## config.mk

```make
export PLATFORM = sky130hd
export DESIGN_NAME = ssm_stage_mask_control
export DESIGN_NICKNAME = d
export VERILOG_FILES = /design/src/logic/ssm_pkg.sv /design/src/logic/ssm_stage_mask_control.sv
export SDC_FILE = /design/constraint.sdc
export NUM_CORES = 1
export LEC_CHECK = 0
export CAP_MARGIN = 5
export CORE_MARGIN = 8
export CORE_UTILIZATION = 60
export CTS_CLUSTER_DIAMETER = 50
export DETAILED_ROUTE_END_ITERATION = 7
export DONT_BUFFER_PORTS = 1
export PLACE_DENSITY_LB_ADDON = 0.2
export SYNTH_ARGS = -nofsm -noshare
export SYNTH_HDL_FRONTEND = slang
export SYNTH_SLANG_ARGS = --single-unit
```

## constraint.sdc

```tcl
create_clock -name sys_clk -period 6.84 [get_ports sys_clk]
set_input_delay 1.026 -clock sys_clk [delete_from_list [all_inputs] [get_ports sys_clk]]
set_output_delay 1.026 -clock sys_clk [all_outputs]
set_load 0.005 [all_outputs]
```

## src/logic/ssm_pkg.sv

```systemverilog
// constants, types and register map for the stage mask control block
package ssm_pkg;
   localparam int FRAME_BITS = 24;
   localparam int ADDR_BITS = 15;
   localparam int DATA_BITS = 8;
   localparam logic [4:0] CNT_INSTR_DONE = 5'h10;
   localparam logic [4:0] CNT_FRAME_DONE = 5'h18;
   localparam logic RW_WRITE = 1'h0;
   localparam logic RW_READ = 1'h1;
   // register offsets
   localparam logic [14:0] ADDR_STAGE_BIAS = 15'h0100;
   localparam logic [14:0] ADDR_MUTE_MASK = 15'h0101;
   localparam logic [14:0] ADDR_ON_MASK = 15'h0102;
   localparam logic [14:0] ADDR_UNLOCK_MUTE = 15'h0103;
   localparam logic [14:0] ADDR_INT_LOW = 15'h0200;
   localparam logic [14:0] ADDR_INT_HIGH = 15'h0201;
   localparam logic [14:0] ADDR_REF_DIV = 15'h020C;
   localparam logic [14:0] ADDR_REF_CFG = 15'h020E;
   localparam logic [14:0] ADDR_LOCK_CFG = 15'h0214;
   localparam logic [14:0] ADDR_LOCK_STATUS = 15'h024D;
   localparam logic [14:0] ADDR_PIN_SET = 15'h0307;
   // reset values
   localparam logic [7:0] RST_STAGE_BIAS = 8'hDF;
   localparam logic [7:0] RST_MUTE_MASK = 8'hBF;
   localparam logic [7:0] RST_ON_MASK = 8'hFF;
   localparam logic [7:0] RST_UNLOCK_MUTE = 8'h01;
   localparam logic [7:0] RST_INT_LOW = 8'h90;
   localparam logic [7:0] RST_INT_HIGH = 8'h01;
   localparam logic [7:0] RST_REF_DIV = 8'h01;
   localparam logic [7:0] RST_REF_CFG = 8'h04;
   localparam logic [7:0] RST_LOCK_CFG = 8'h48;
   localparam logic [7:0] RST_PIN_SET = 8'h00;
   // field positions
   localparam int UNLOCK_MUTE_BIT = 0;
   localparam int LOCK_STATUS_BIT = 0;
   localparam int LO_AMP_STAGE = 1;
   localparam int REF_HALVE_BIT = 0;
   localparam int REF_DOUBLER_BIT = 3;
   localparam int REF_DIV_MSB = 4;
   localparam int LOCK_WIN_LSB = 6;
   localparam int LOCK_CNT_LSB = 3;
   localparam int PIN_COUNT = 3;
   // lock counter: threshold is (lock_cycle_count + 1) units of cycles
   localparam int LOCK_UNIT_SHIFT = 4;
   localparam int LOCK_CNT_W = 8;
   localparam int SYNC_INPUTS = 6;

   typedef enum logic [1:0] {
      SSM_IDLE = 2'b00,
      SSM_HEAD = 2'b01,
      SSM_BODY = 2'b11,
      SSM_DONE = 2'b10
   } ssm_state_e;

   typedef struct packed {
      logic rw;
      logic [14:0] addr;
      logic [7:0] data;
   } ssm_frame_s;

   typedef struct packed {
      logic [15:0] feedback_integer;
      logic [4:0] ref_divide;
      logic reference_halving_select;
      logic doubler_enable;
   } ssm_synth_s;
endpackage

```

## src/logic/ssm_stage_mask_control.sv

```systemverilog
// serial register port, stage mask logic, double buffered synthesizer settings and lock detect
module ssm_stage_mask_control
   import ssm_pkg::*;
(
   // clock and reset
   input wire logic sys_clk,
   input wire logic reset_n,
   // serial port pins
   input wire logic serial_clk,
   input wire logic serial_in,
   input wire logic chip_select_n,
   output logic serial_out,
   output logic serial_out_oe,
   // stage control pins
   input wire logic mute_pin,
   input wire logic receiver_on_pin,
   output logic [7:0] stage_on,
   // synthesizer
   input wire logic phase_in_window,
   output logic [1:0] lock_window_setting,
   output logic multiplexed_status_output,
   output ssm_synth_s synth_active,
   output logic calibration_start,
   // digital pins
   output logic [PIN_COUNT-1:0] general_digital_pins
);
   logic rst_meta_q, rst_sync_n_q;
   logic [SYNC_INPUTS-1:0] meta_q, sync_q;
   logic sclk_prev_q;
   logic sclk_s, sdi_s, cs_n_s, mute_s, on_s, win_s;
   logic sclk_rise, sclk_fall;

   always_ff @(posedge sys_clk or negedge reset_n)
   begin
      if (!reset_n)
      begin
         rst_meta_q <= 1'b0;
         rst_sync_n_q <= 1'b0;
      end
      else
      begin
         rst_meta_q <= 1'b1;
         rst_sync_n_q <= rst_meta_q;
      end
   end

   // every pin input passes two flops; the first is read only by the second
   logic [SYNC_INPUTS-1:0] raw_in;
   assign raw_in = {phase_in_window, receiver_on_pin, mute_pin, chip_select_n, serial_in, serial_clk};
   genvar gi;
   generate
      for (gi = 0; gi < SYNC_INPUTS; gi++)
      begin : g_sync
         always_ff @(posedge sys_clk or negedge rst_sync_n_q)
         begin
            if (!rst_sync_n_q)
            begin
               meta_q[gi] <= (gi == 2);
               sync_q[gi] <= (gi == 2);
            end
            else
            begin
               meta_q[gi] <= raw_in[gi];
               sync_q[gi] <= meta_q[gi];
            end
         end
      end
   endgenerate
   assign {win_s, on_s, mute_s, cs_n_s, sdi_s, sclk_s} = sync_q;
   assign sclk_rise = sclk_s && !sclk_prev_q;
   assign sclk_fall = !sclk_s && sclk_prev_q;

   // serial port and register state
   ssm_state_e state_q, state_d;
   logic [4:0] cnt_q, cnt_d;
   ssm_frame_s frm_q, frm_d;
   logic [7:0] rdata_q, rdata_d;
   logic sdo_q, sdo_d, oe_q, oe_d;
   logic [7:0] bias_q, bias_d, mmask_q, mmask_d, omask_q, omask_d, umute_q, umute_d;
   logic [7:0] intl_q, intl_d, inth_q, inth_d, rdiv_q, rdiv_d, rcfg_q, rcfg_d;
   logic [7:0] ldcfg_q, ldcfg_d, pins_q, pins_d;
   ssm_synth_s act_q, act_d;
   logic cal_q, cal_d;
   logic lock_q;
   logic [4:0] cnt_inc;
   logic wr_en;
   logic [14:0] wr_addr;
   logic [7:0] wr_data;

   function automatic logic [7:0] reg_read(input logic [14:0] a, input logic [7:0] b, input logic [7:0] m,
         input logic [7:0] o, input logic [7:0] u, input logic [7:0] il, input logic [7:0] ih,
         input logic [7:0] rd, input logic [7:0] rc, input logic [7:0] lc, input logic [7:0] p,
         input logic lk);
      logic [7:0] v;
      v = 8'h00;
      case (a)
         ADDR_STAGE_BIAS: v = b;
         ADDR_MUTE_MASK: v = m;
         ADDR_ON_MASK: v = o;
         ADDR_UNLOCK_MUTE: v = u;
         ADDR_INT_LOW: v = il;
         ADDR_INT_HIGH: v = ih;
         ADDR_REF_DIV: v = rd;
         ADDR_REF_CFG: v = rc;
         ADDR_LOCK_CFG: v = lc;
         ADDR_LOCK_STATUS: v[LOCK_STATUS_BIT] = lk;
         ADDR_PIN_SET: v = p;
         default: v = 8'h00;
      endcase
      return v;
   endfunction

   always_comb
   begin
      state_d = state_q;
      cnt_d = cnt_q;
      frm_d = frm_q;
      rdata_d = rdata_q;
      sdo_d = sdo_q;
      oe_d = oe_q;
      wr_en = 1'b0;
      cnt_inc = cnt_q + 5'h01;
      if (cs_n_s)
      begin
         // a frame cut short never reaches the commit below
         state_d = SSM_IDLE;
         cnt_d = 5'h00;
         oe_d = 1'b0;
         sdo_d = 1'b0;
      end
      else
      begin
         case (state_q)
            SSM_IDLE:
               state_d = SSM_HEAD;
            SSM_HEAD, SSM_BODY:
            begin
               if (sclk_rise)
               begin
                  cnt_d = cnt_inc;
                  // fields arrive least significant bit first
                  if (cnt_q == 5'h00)
                     frm_d.rw = sdi_s;
                  else if (cnt_q < CNT_INSTR_DONE)
                     frm_d.addr = {sdi_s, frm_q.addr[14:1]};
                  else
                     frm_d.data = {sdi_s, frm_q.data[7:1]};
                  if (cnt_inc == CNT_INSTR_DONE)
                  begin
                     state_d = SSM_BODY;
                     if (frm_q.rw == RW_READ)
                     begin
                        rdata_d = reg_read(frm_d.addr, bias_q, mmask_q, omask_q, umute_q, intl_q, inth_q,
                           rdiv_q, rcfg_q, ldcfg_q, pins_q, lock_q);
                        oe_d = 1'b1;
                        sdo_d = rdata_d[0];
                     end
                  end
                  if (cnt_inc == CNT_FRAME_DONE)
                  begin
                     state_d = SSM_DONE;
                     wr_en = (frm_q.rw == RW_WRITE);
                  end
               end
               else if (sclk_fall && oe_q && cnt_q > CNT_INSTR_DONE)
                  sdo_d = rdata_q[3'(cnt_q - CNT_INSTR_DONE)];
            end
            SSM_DONE:
               state_d = SSM_DONE;
            default:
               state_d = SSM_IDLE;
         endcase
      end
   end

   assign wr_addr = frm_q.addr;
   assign wr_data = frm_d.data;

   always_comb
   begin
      bias_d = bias_q;
      mmask_d = mmask_q;
      omask_d = omask_q;
      umute_d = umute_q;
      intl_d = intl_q;
      inth_d = inth_q;
      rdiv_d = rdiv_q;
      rcfg_d = rcfg_q;
      ldcfg_d = ldcfg_q;
      pins_d = pins_q;
      act_d = act_q;
      cal_d = 1'b0;
      if (wr_en)
      begin
         case (wr_addr)
            ADDR_STAGE_BIAS: bias_d = wr_data;
            ADDR_MUTE_MASK: mmask_d = wr_data;
            ADDR_ON_MASK: omask_d = wr_data;
            ADDR_UNLOCK_MUTE: umute_d = wr_data;
            ADDR_INT_HIGH: inth_d = wr_data;
            ADDR_REF_DIV: rdiv_d = wr_data;
            ADDR_REF_CFG: rcfg_d = wr_data;
            ADDR_LOCK_CFG: ldcfg_d = wr_data;
            ADDR_PIN_SET: pins_d = wr_data;
            ADDR_INT_LOW:
            begin
               // shadows reach the synthesizer only here, so a half-written plan never runs
               intl_d = wr_data;
               act_d.feedback_integer = {inth_q, wr_data};
               act_d.ref_divide = rdiv_q[REF_DIV_MSB:0];
               act_d.reference_halving_select = rcfg_q[REF_HALVE_BIT];
               act_d.doubler_enable = rcfg_q[REF_DOUBLER_BIT];
               cal_d = 1'b1;
            end
            default: ;
         endcase
      end
   end

   // lock detect: consecutive cycles inside the window; calibration restarts the count
   logic [LOCK_CNT_W-1:0] lcnt_q, lcnt_d, lthr;
   logic lock_d;
   // widen before the add and shift so the top threshold value keeps its carry
   assign lthr = (LOCK_CNT_W'(ldcfg_q[LOCK_CNT_LSB +: 3]) + LOCK_CNT_W'(1)) << LOCK_UNIT_SHIFT;
   always_comb
   begin
      lcnt_d = lcnt_q;
      lock_d = lock_q;
      if (cal_q || !win_s)
      begin
         lcnt_d = '0;
         lock_d = 1'b0;
      end
      else if (lcnt_q >= lthr)
         lock_d = 1'b1;
      else
         lcnt_d = lcnt_q + LOCK_CNT_W'(1);
   end

   // stage status, one identical slice per stage; bit 1 is the LO amplifier
   logic mute_any;
   logic [7:0] stage_d;
   assign mute_any = mute_s || (umute_q[UNLOCK_MUTE_BIT] && !lock_q);
   generate
      for (gi = 0; gi < 8; gi++)
      begin : g_stage
         always_comb
         begin
            if (mute_any && mmask_q[gi])
               stage_d[gi] = 1'b0;
            else if (omask_q[gi])
               stage_d[gi] = on_s && bias_q[gi];
            else
               stage_d[gi] = bias_q[gi];
         end
      end
   endgenerate

   always_ff @(posedge sys_clk or negedge rst_sync_n_q)
   begin
      if (!rst_sync_n_q)
      begin
         sclk_prev_q <= 1'b0;
         state_q <= SSM_IDLE;
         cnt_q <= 5'h00;
         frm_q <= '0;
         rdata_q <= 8'h00;
         sdo_q <= 1'b0;
         oe_q <= 1'b0;
         bias_q <= RST_STAGE_BIAS;
         mmask_q <= RST_MUTE_MASK;
         omask_q <= RST_ON_MASK;
         umute_q <= RST_UNLOCK_MUTE;
         intl_q <= RST_INT_LOW;
         inth_q <= RST_INT_HIGH;
         rdiv_q <= RST_REF_DIV;
         rcfg_q <= RST_REF_CFG;
         ldcfg_q <= RST_LOCK_CFG;
         pins_q <= RST_PIN_SET;
         act_q <= {RST_INT_HIGH, RST_INT_LOW, RST_REF_DIV[REF_DIV_MSB:0], RST_REF_CFG[REF_HALVE_BIT],
            RST_REF_CFG[REF_DOUBLER_BIT]};
         cal_q <= 1'b0;
         lcnt_q <= '0;
         lock_q <= 1'b0;
         stage_on <= 8'h00;
      end
      else
      begin
         sclk_prev_q <= sclk_s;
         state_q <= state_d;
         cnt_q <= cnt_d;
         frm_q <= frm_d;
         rdata_q <= rdata_d;
         sdo_q <= sdo_d;
         oe_q <= oe_d;
         bias_q <= bias_d;
         mmask_q <= mmask_d;
         omask_q <= omask_d;
         umute_q <= umute_d;
         intl_q <= intl_d;
         inth_q <= inth_d;
         rdiv_q <= rdiv_d;
         rcfg_q <= rcfg_d;
         ldcfg_q <= ldcfg_d;
         pins_q <= pins_d;
         act_q <= act_d;
         cal_q <= cal_d;
         lcnt_q <= lcnt_d;
         lock_q <= lock_d;
         stage_on <= stage_d;
      end
   end

   assign serial_out = sdo_q;
   assign serial_out_oe = oe_q;
   assign synth_active = act_q;
   assign calibration_start = cal_q;
   assign multiplexed_status_output = lock_q;
   assign lock_window_setting = ldcfg_q[LOCK_WIN_LSB +: 2];
   assign general_digital_pins = pins_q[PIN_COUNT-1:0];
endmodule

```

==> results.py <==
metrics = {
    "timing": {
        "setup-tns-final_ps": 0,
        "finalHoldViolCount": 0,
        "clock_skew_ps": 7.09,
        "setup_slack_ps": 3210,
        "fmax_mhz": 276,
        "maxSlewViolCount": 0,
        "finalCriticalPeriod_ps": 3630,
        "worstMarginPinSlew_ps": 1220,
        "relSlewSlack_pct": 18.5,
        "setup_violations": 0,
        "min_period_over_period_pct": 53.0,
        "rsz0062_at_grt": "no",
    },
    "clocking": {
        "cts_tree": "yes",
        "cts.clk_slew.worst_paths_ps": 60,
        "cts_sinks": 169,
        "cts_root_buf": "clkbuf_16",
        "hold_buffers": 0,
        "numCtsBuffers": 17,
        "post_cts_resized": 0,
        "clock_path_buffers": 2,
        "cts_setup_buffers": 0,
        "clkLatencyLatePin_ps": 430,
        "cts_max_level": 4,
    },
    "cells_and_area": {
        "area_growth_pct": 7.52,
        "final_cell_mix": "148 x nand2_1, 134 x dfrtp_1, 97 x o21ai_0",
        "diodes": 0,
        "final_nets": 786,
        "fin_area_mm2": 0.00850,
        "drive_gt1_share_pct": 13.3,
        "final_common_cell": "nand2_1",
    },
    "worst_setup_path": {
        "arrival_ps": 3960,
        "crit_path_frequent_cell": "and3_1",
        "crit_path_top_delay_cell": "nor3b_2",
        "critPathKind": "reg2reg",
        "crit_chain": "inv_1 > ha_1 > nor3b_2 > o21ai_0 > a21oi_1 > and3_1 > a22oi_1 > and3_1 > a311oi_1",
        "cpPeakStageDelay_ps": 790,
        "worstSetupStartpointType": "flip-flop",
        "crit_path_max_fanout": 15,
        "critPathCaptureType": "flip-flop",
        "worst-endpoint-required_ps": 7170,
    },
    "yosys": {
        "syn-cell-area_mm2": 0.00790,
        "synth_fa_ha_area_share_pct": 1.58,
        "syn_nets": 813,
        "synth_area_leaders": "dfrtp_1 43%, dfstp_2 11%, nand2_1 7.0%, o21ai_0 6.1%, mux2_2 3.0%",
        "yosysWarnings": 0,
        "synth_mux_area_share_pct": 4.83,
        "synth_top_area_share_pct": 42.8,
        "synth-seq-cells": 169,
        "synth_top_family_by_area": "simple AND/OR/NAND/NOR gates",
        "ys_async_sr_fraction_pct": 100,
        "synth_area_per_cell_um2": 9.94,
        "ys_types": 68,
        "synth_compound_area_share_pct": 15.2,
        "syn_inst": 795,
        "synth_edf_count": 0,
        "synth_top_area_cell": "dfrtp_1",
        "synth-xor-area-share_pct": 1.22,
        "synthSimpleGateAreaFrac_pct": 18.4,
        "yosysSeqAreaShare_pct": 54.1,
        "ys.flop_type": "dfrtp_1",
    },
    "power_and_ir_drop": {
        "p_per_area_mw_per_mm2": 241,
        "power.switching_w": 0.000459,
        "p_sw_share_pct": 22.4,
        "p_leak_nw": 3.69,
        "power_frac_clock_pct": 47.3,
        "pwr-share-seq_pct": 50.2,
        "p_comb_share_pct": 2.6,
        "intPower_w": 0.00159,
        "ir_drop_mv": 0.158,
    },
    "outcome": {
        "outcome": "finished, final reports clean",
    },
    "floorplanning": {
        "ios": 48,
        "start_util_pct": 60.6,
        "placementRows": 42,
        "die_x_um": 131,
        "die_height_um": 131,
        "dieArea_mm2": 0.0171,
        "core_mm2": 0.0130,
    },
    "global_route": {
        "antenna_found_initial": 0,
        "grt_max_degree": 62,
        "overflow": 0,
        "grt_use_total_pct": 25.9,
        "grt_pass1_wl_um": 33000,
        "grt_pass1_vias": 5834,
    },
    "routing": {
        "drtAntennaViolNets": 0,
        "drt-total-wl_um": 20700,
        "drtIter0Drc": 599,
        "dr.pass1.iters": 5,
        "drc": 0,
        "vias": 6099,
        "wl_per_cell_um": 21.6,
        "viasPerCell": 6.37,
    },
    "placed_design": {
        "pre_cts_ws_ps": 3330,
        "dp_hpwl_um": 14900,
        "placed_area_mm2": 0.00790,
        "gp_congestion": 0.935,
        "portBuffers": 0,
    },
    "job": {
        "max_cap_violations": 0,
    },
    "worst_hold_path": {
        "hp-class": "in2async",
    },
}
[flip-flops by register name, summed over array words and instances (netlist names), 2 cells and up]
signal,flops
bias_q,8
cnt_q,5
frm_q,9
inth_q,8
intl_q,7
lcnt_q,8
ldcfg_q,8
meta_q,6
mmask_q,8
omask_q,8
pins_q,8
rcfg_q,8
rdata_q,8
rdiv_q,8
stage_on,8
state_q,2
synth_active,16
umute_q,8
wr_addr,15
[kinds of logic after synthesis]
family                   count (synthesis)
adder cells (fa/ha/maj)                 10
AND/OR/NAND/NOR                        295
buffers and inverters                   79
XOR/XNOR                                11
multiplexers                            33
flip-flops                             169
AO/OA/AOI/OAI                          197
other                                    1
[critical path, delay by kind of cell, from the launching register on]
family	cells	cell delay [ps]
buf+inv	1	140
fa+ha+maj	1	180
simple gates	3	1480
flops	1	470
compound gates	4	1250
[metal layers]
metal / GRT usage (%) / wire length, µm / part of all wire (%) / vias to the layer above
met3: 6.21 / 1770 / 8.6 / 36
met1: 36.1 / 9090 / 44 / 3047
met5: 0 / 0 / 0 / -
met2: 38.5 / 9350 / 45 / 267
li1: - / - / - / 2749
met4: 9.79 / 471 / 2.3 / 0
[cell type report]
| class | count | area, µm² |
|---|---|---|
| repair buffers | 4 | 30.0 |
| flip-flops and latches | 169 | 4280 |
| well taps | 176 | 220 |
| clock buffers | 21 | 460 |
| fillers | 1055 | 4540 |
| inverters | 29 | 109 |
| clock inverters | 11 | 139 |
| multi-input cells | 547 | 3260 |
[power groups by stage]
stage,registers [W],logic [W],clock network (W)
after floorplan,0.00105,0.0000325,0
after global placement,0.00105,0.0000514,0
after detailed placement,0.00105,0.0000529,0
after CTS,0.00103,0.0000532,0.000984
after global routing,0.00103,0.0000598,0.00103
final,0.00103,0.0000528,0.000969
[cell usage after synthesis, drive strengths merged (5+ instances only)]
master / count
and2: 6
nand2: 148
o21ai: 101
xnor2: 10
nor3: 10
a32oi: 6
dfrtp: 135
nand4: 12
nor2b: 7
o211ai: 5
a22o: 5
nand3b: 5
a31oi: 8
buf: 21
or3: 7
mux2: 21
a21oi: 21
nor4: 13
clkbuf: 29
mux2i: 10
nand3: 15
o21a: 5
ha: 10
inv: 29
nor2: 37
and3: 14
a22oi: 22
dfstp: 34
[path summary, 6_finish.rpt]
| check | start | to | slack, ps | cells after the start |
|---|---|---|---|---|
| min in group sys_clk | meta_q[3]$_DFF_PN0_ | mute_s$_DFF_PN0_ | 350 | 0 |
| setup reg to reg | cnt_q[0]$_DFFE_PN0P_ | rdata_q[4]$_DFFE_PN0P_ | 3210 | 9 |
| hold reg to reg | rst_sync_n_q$_DFF_PN0_ | umute_q[4]$_DFFE_PN0P_ | 350 | 0 |
| max in group asynchronous | rst_sync_n_q$_DFF_PN0_ | wr_addr[9]$_DFFE_PN0P_ | 5250 | 1 |
| setup / recovery | cnt_q[0]$_DFFE_PN0P_ | rdata_q[4]$_DFFE_PN0P_ | 3210 | 9 |
| hold / removal | reset_n | rst_sync_n_q$_DFF_PN0_ | 280 | 0 |
[stage by stage]
stage / std cells / utilization (%) / hold WS (ps) / total power (W)
floorplan: 795 / - / 331 / 0.00108
global placement: 925 / 60.6 / 334 / 0.00110
detailed placement: 925 / 60.6 / 335 / 0.00110
CTS: 957 / 65.2 / 275 / 0.00207
global route: 957 / 65.2 / 262 / 0.00212
finish: 957 / 65.2 / 285 / 0.00205
No activity file was read; power rests on OpenSTA's default activity.
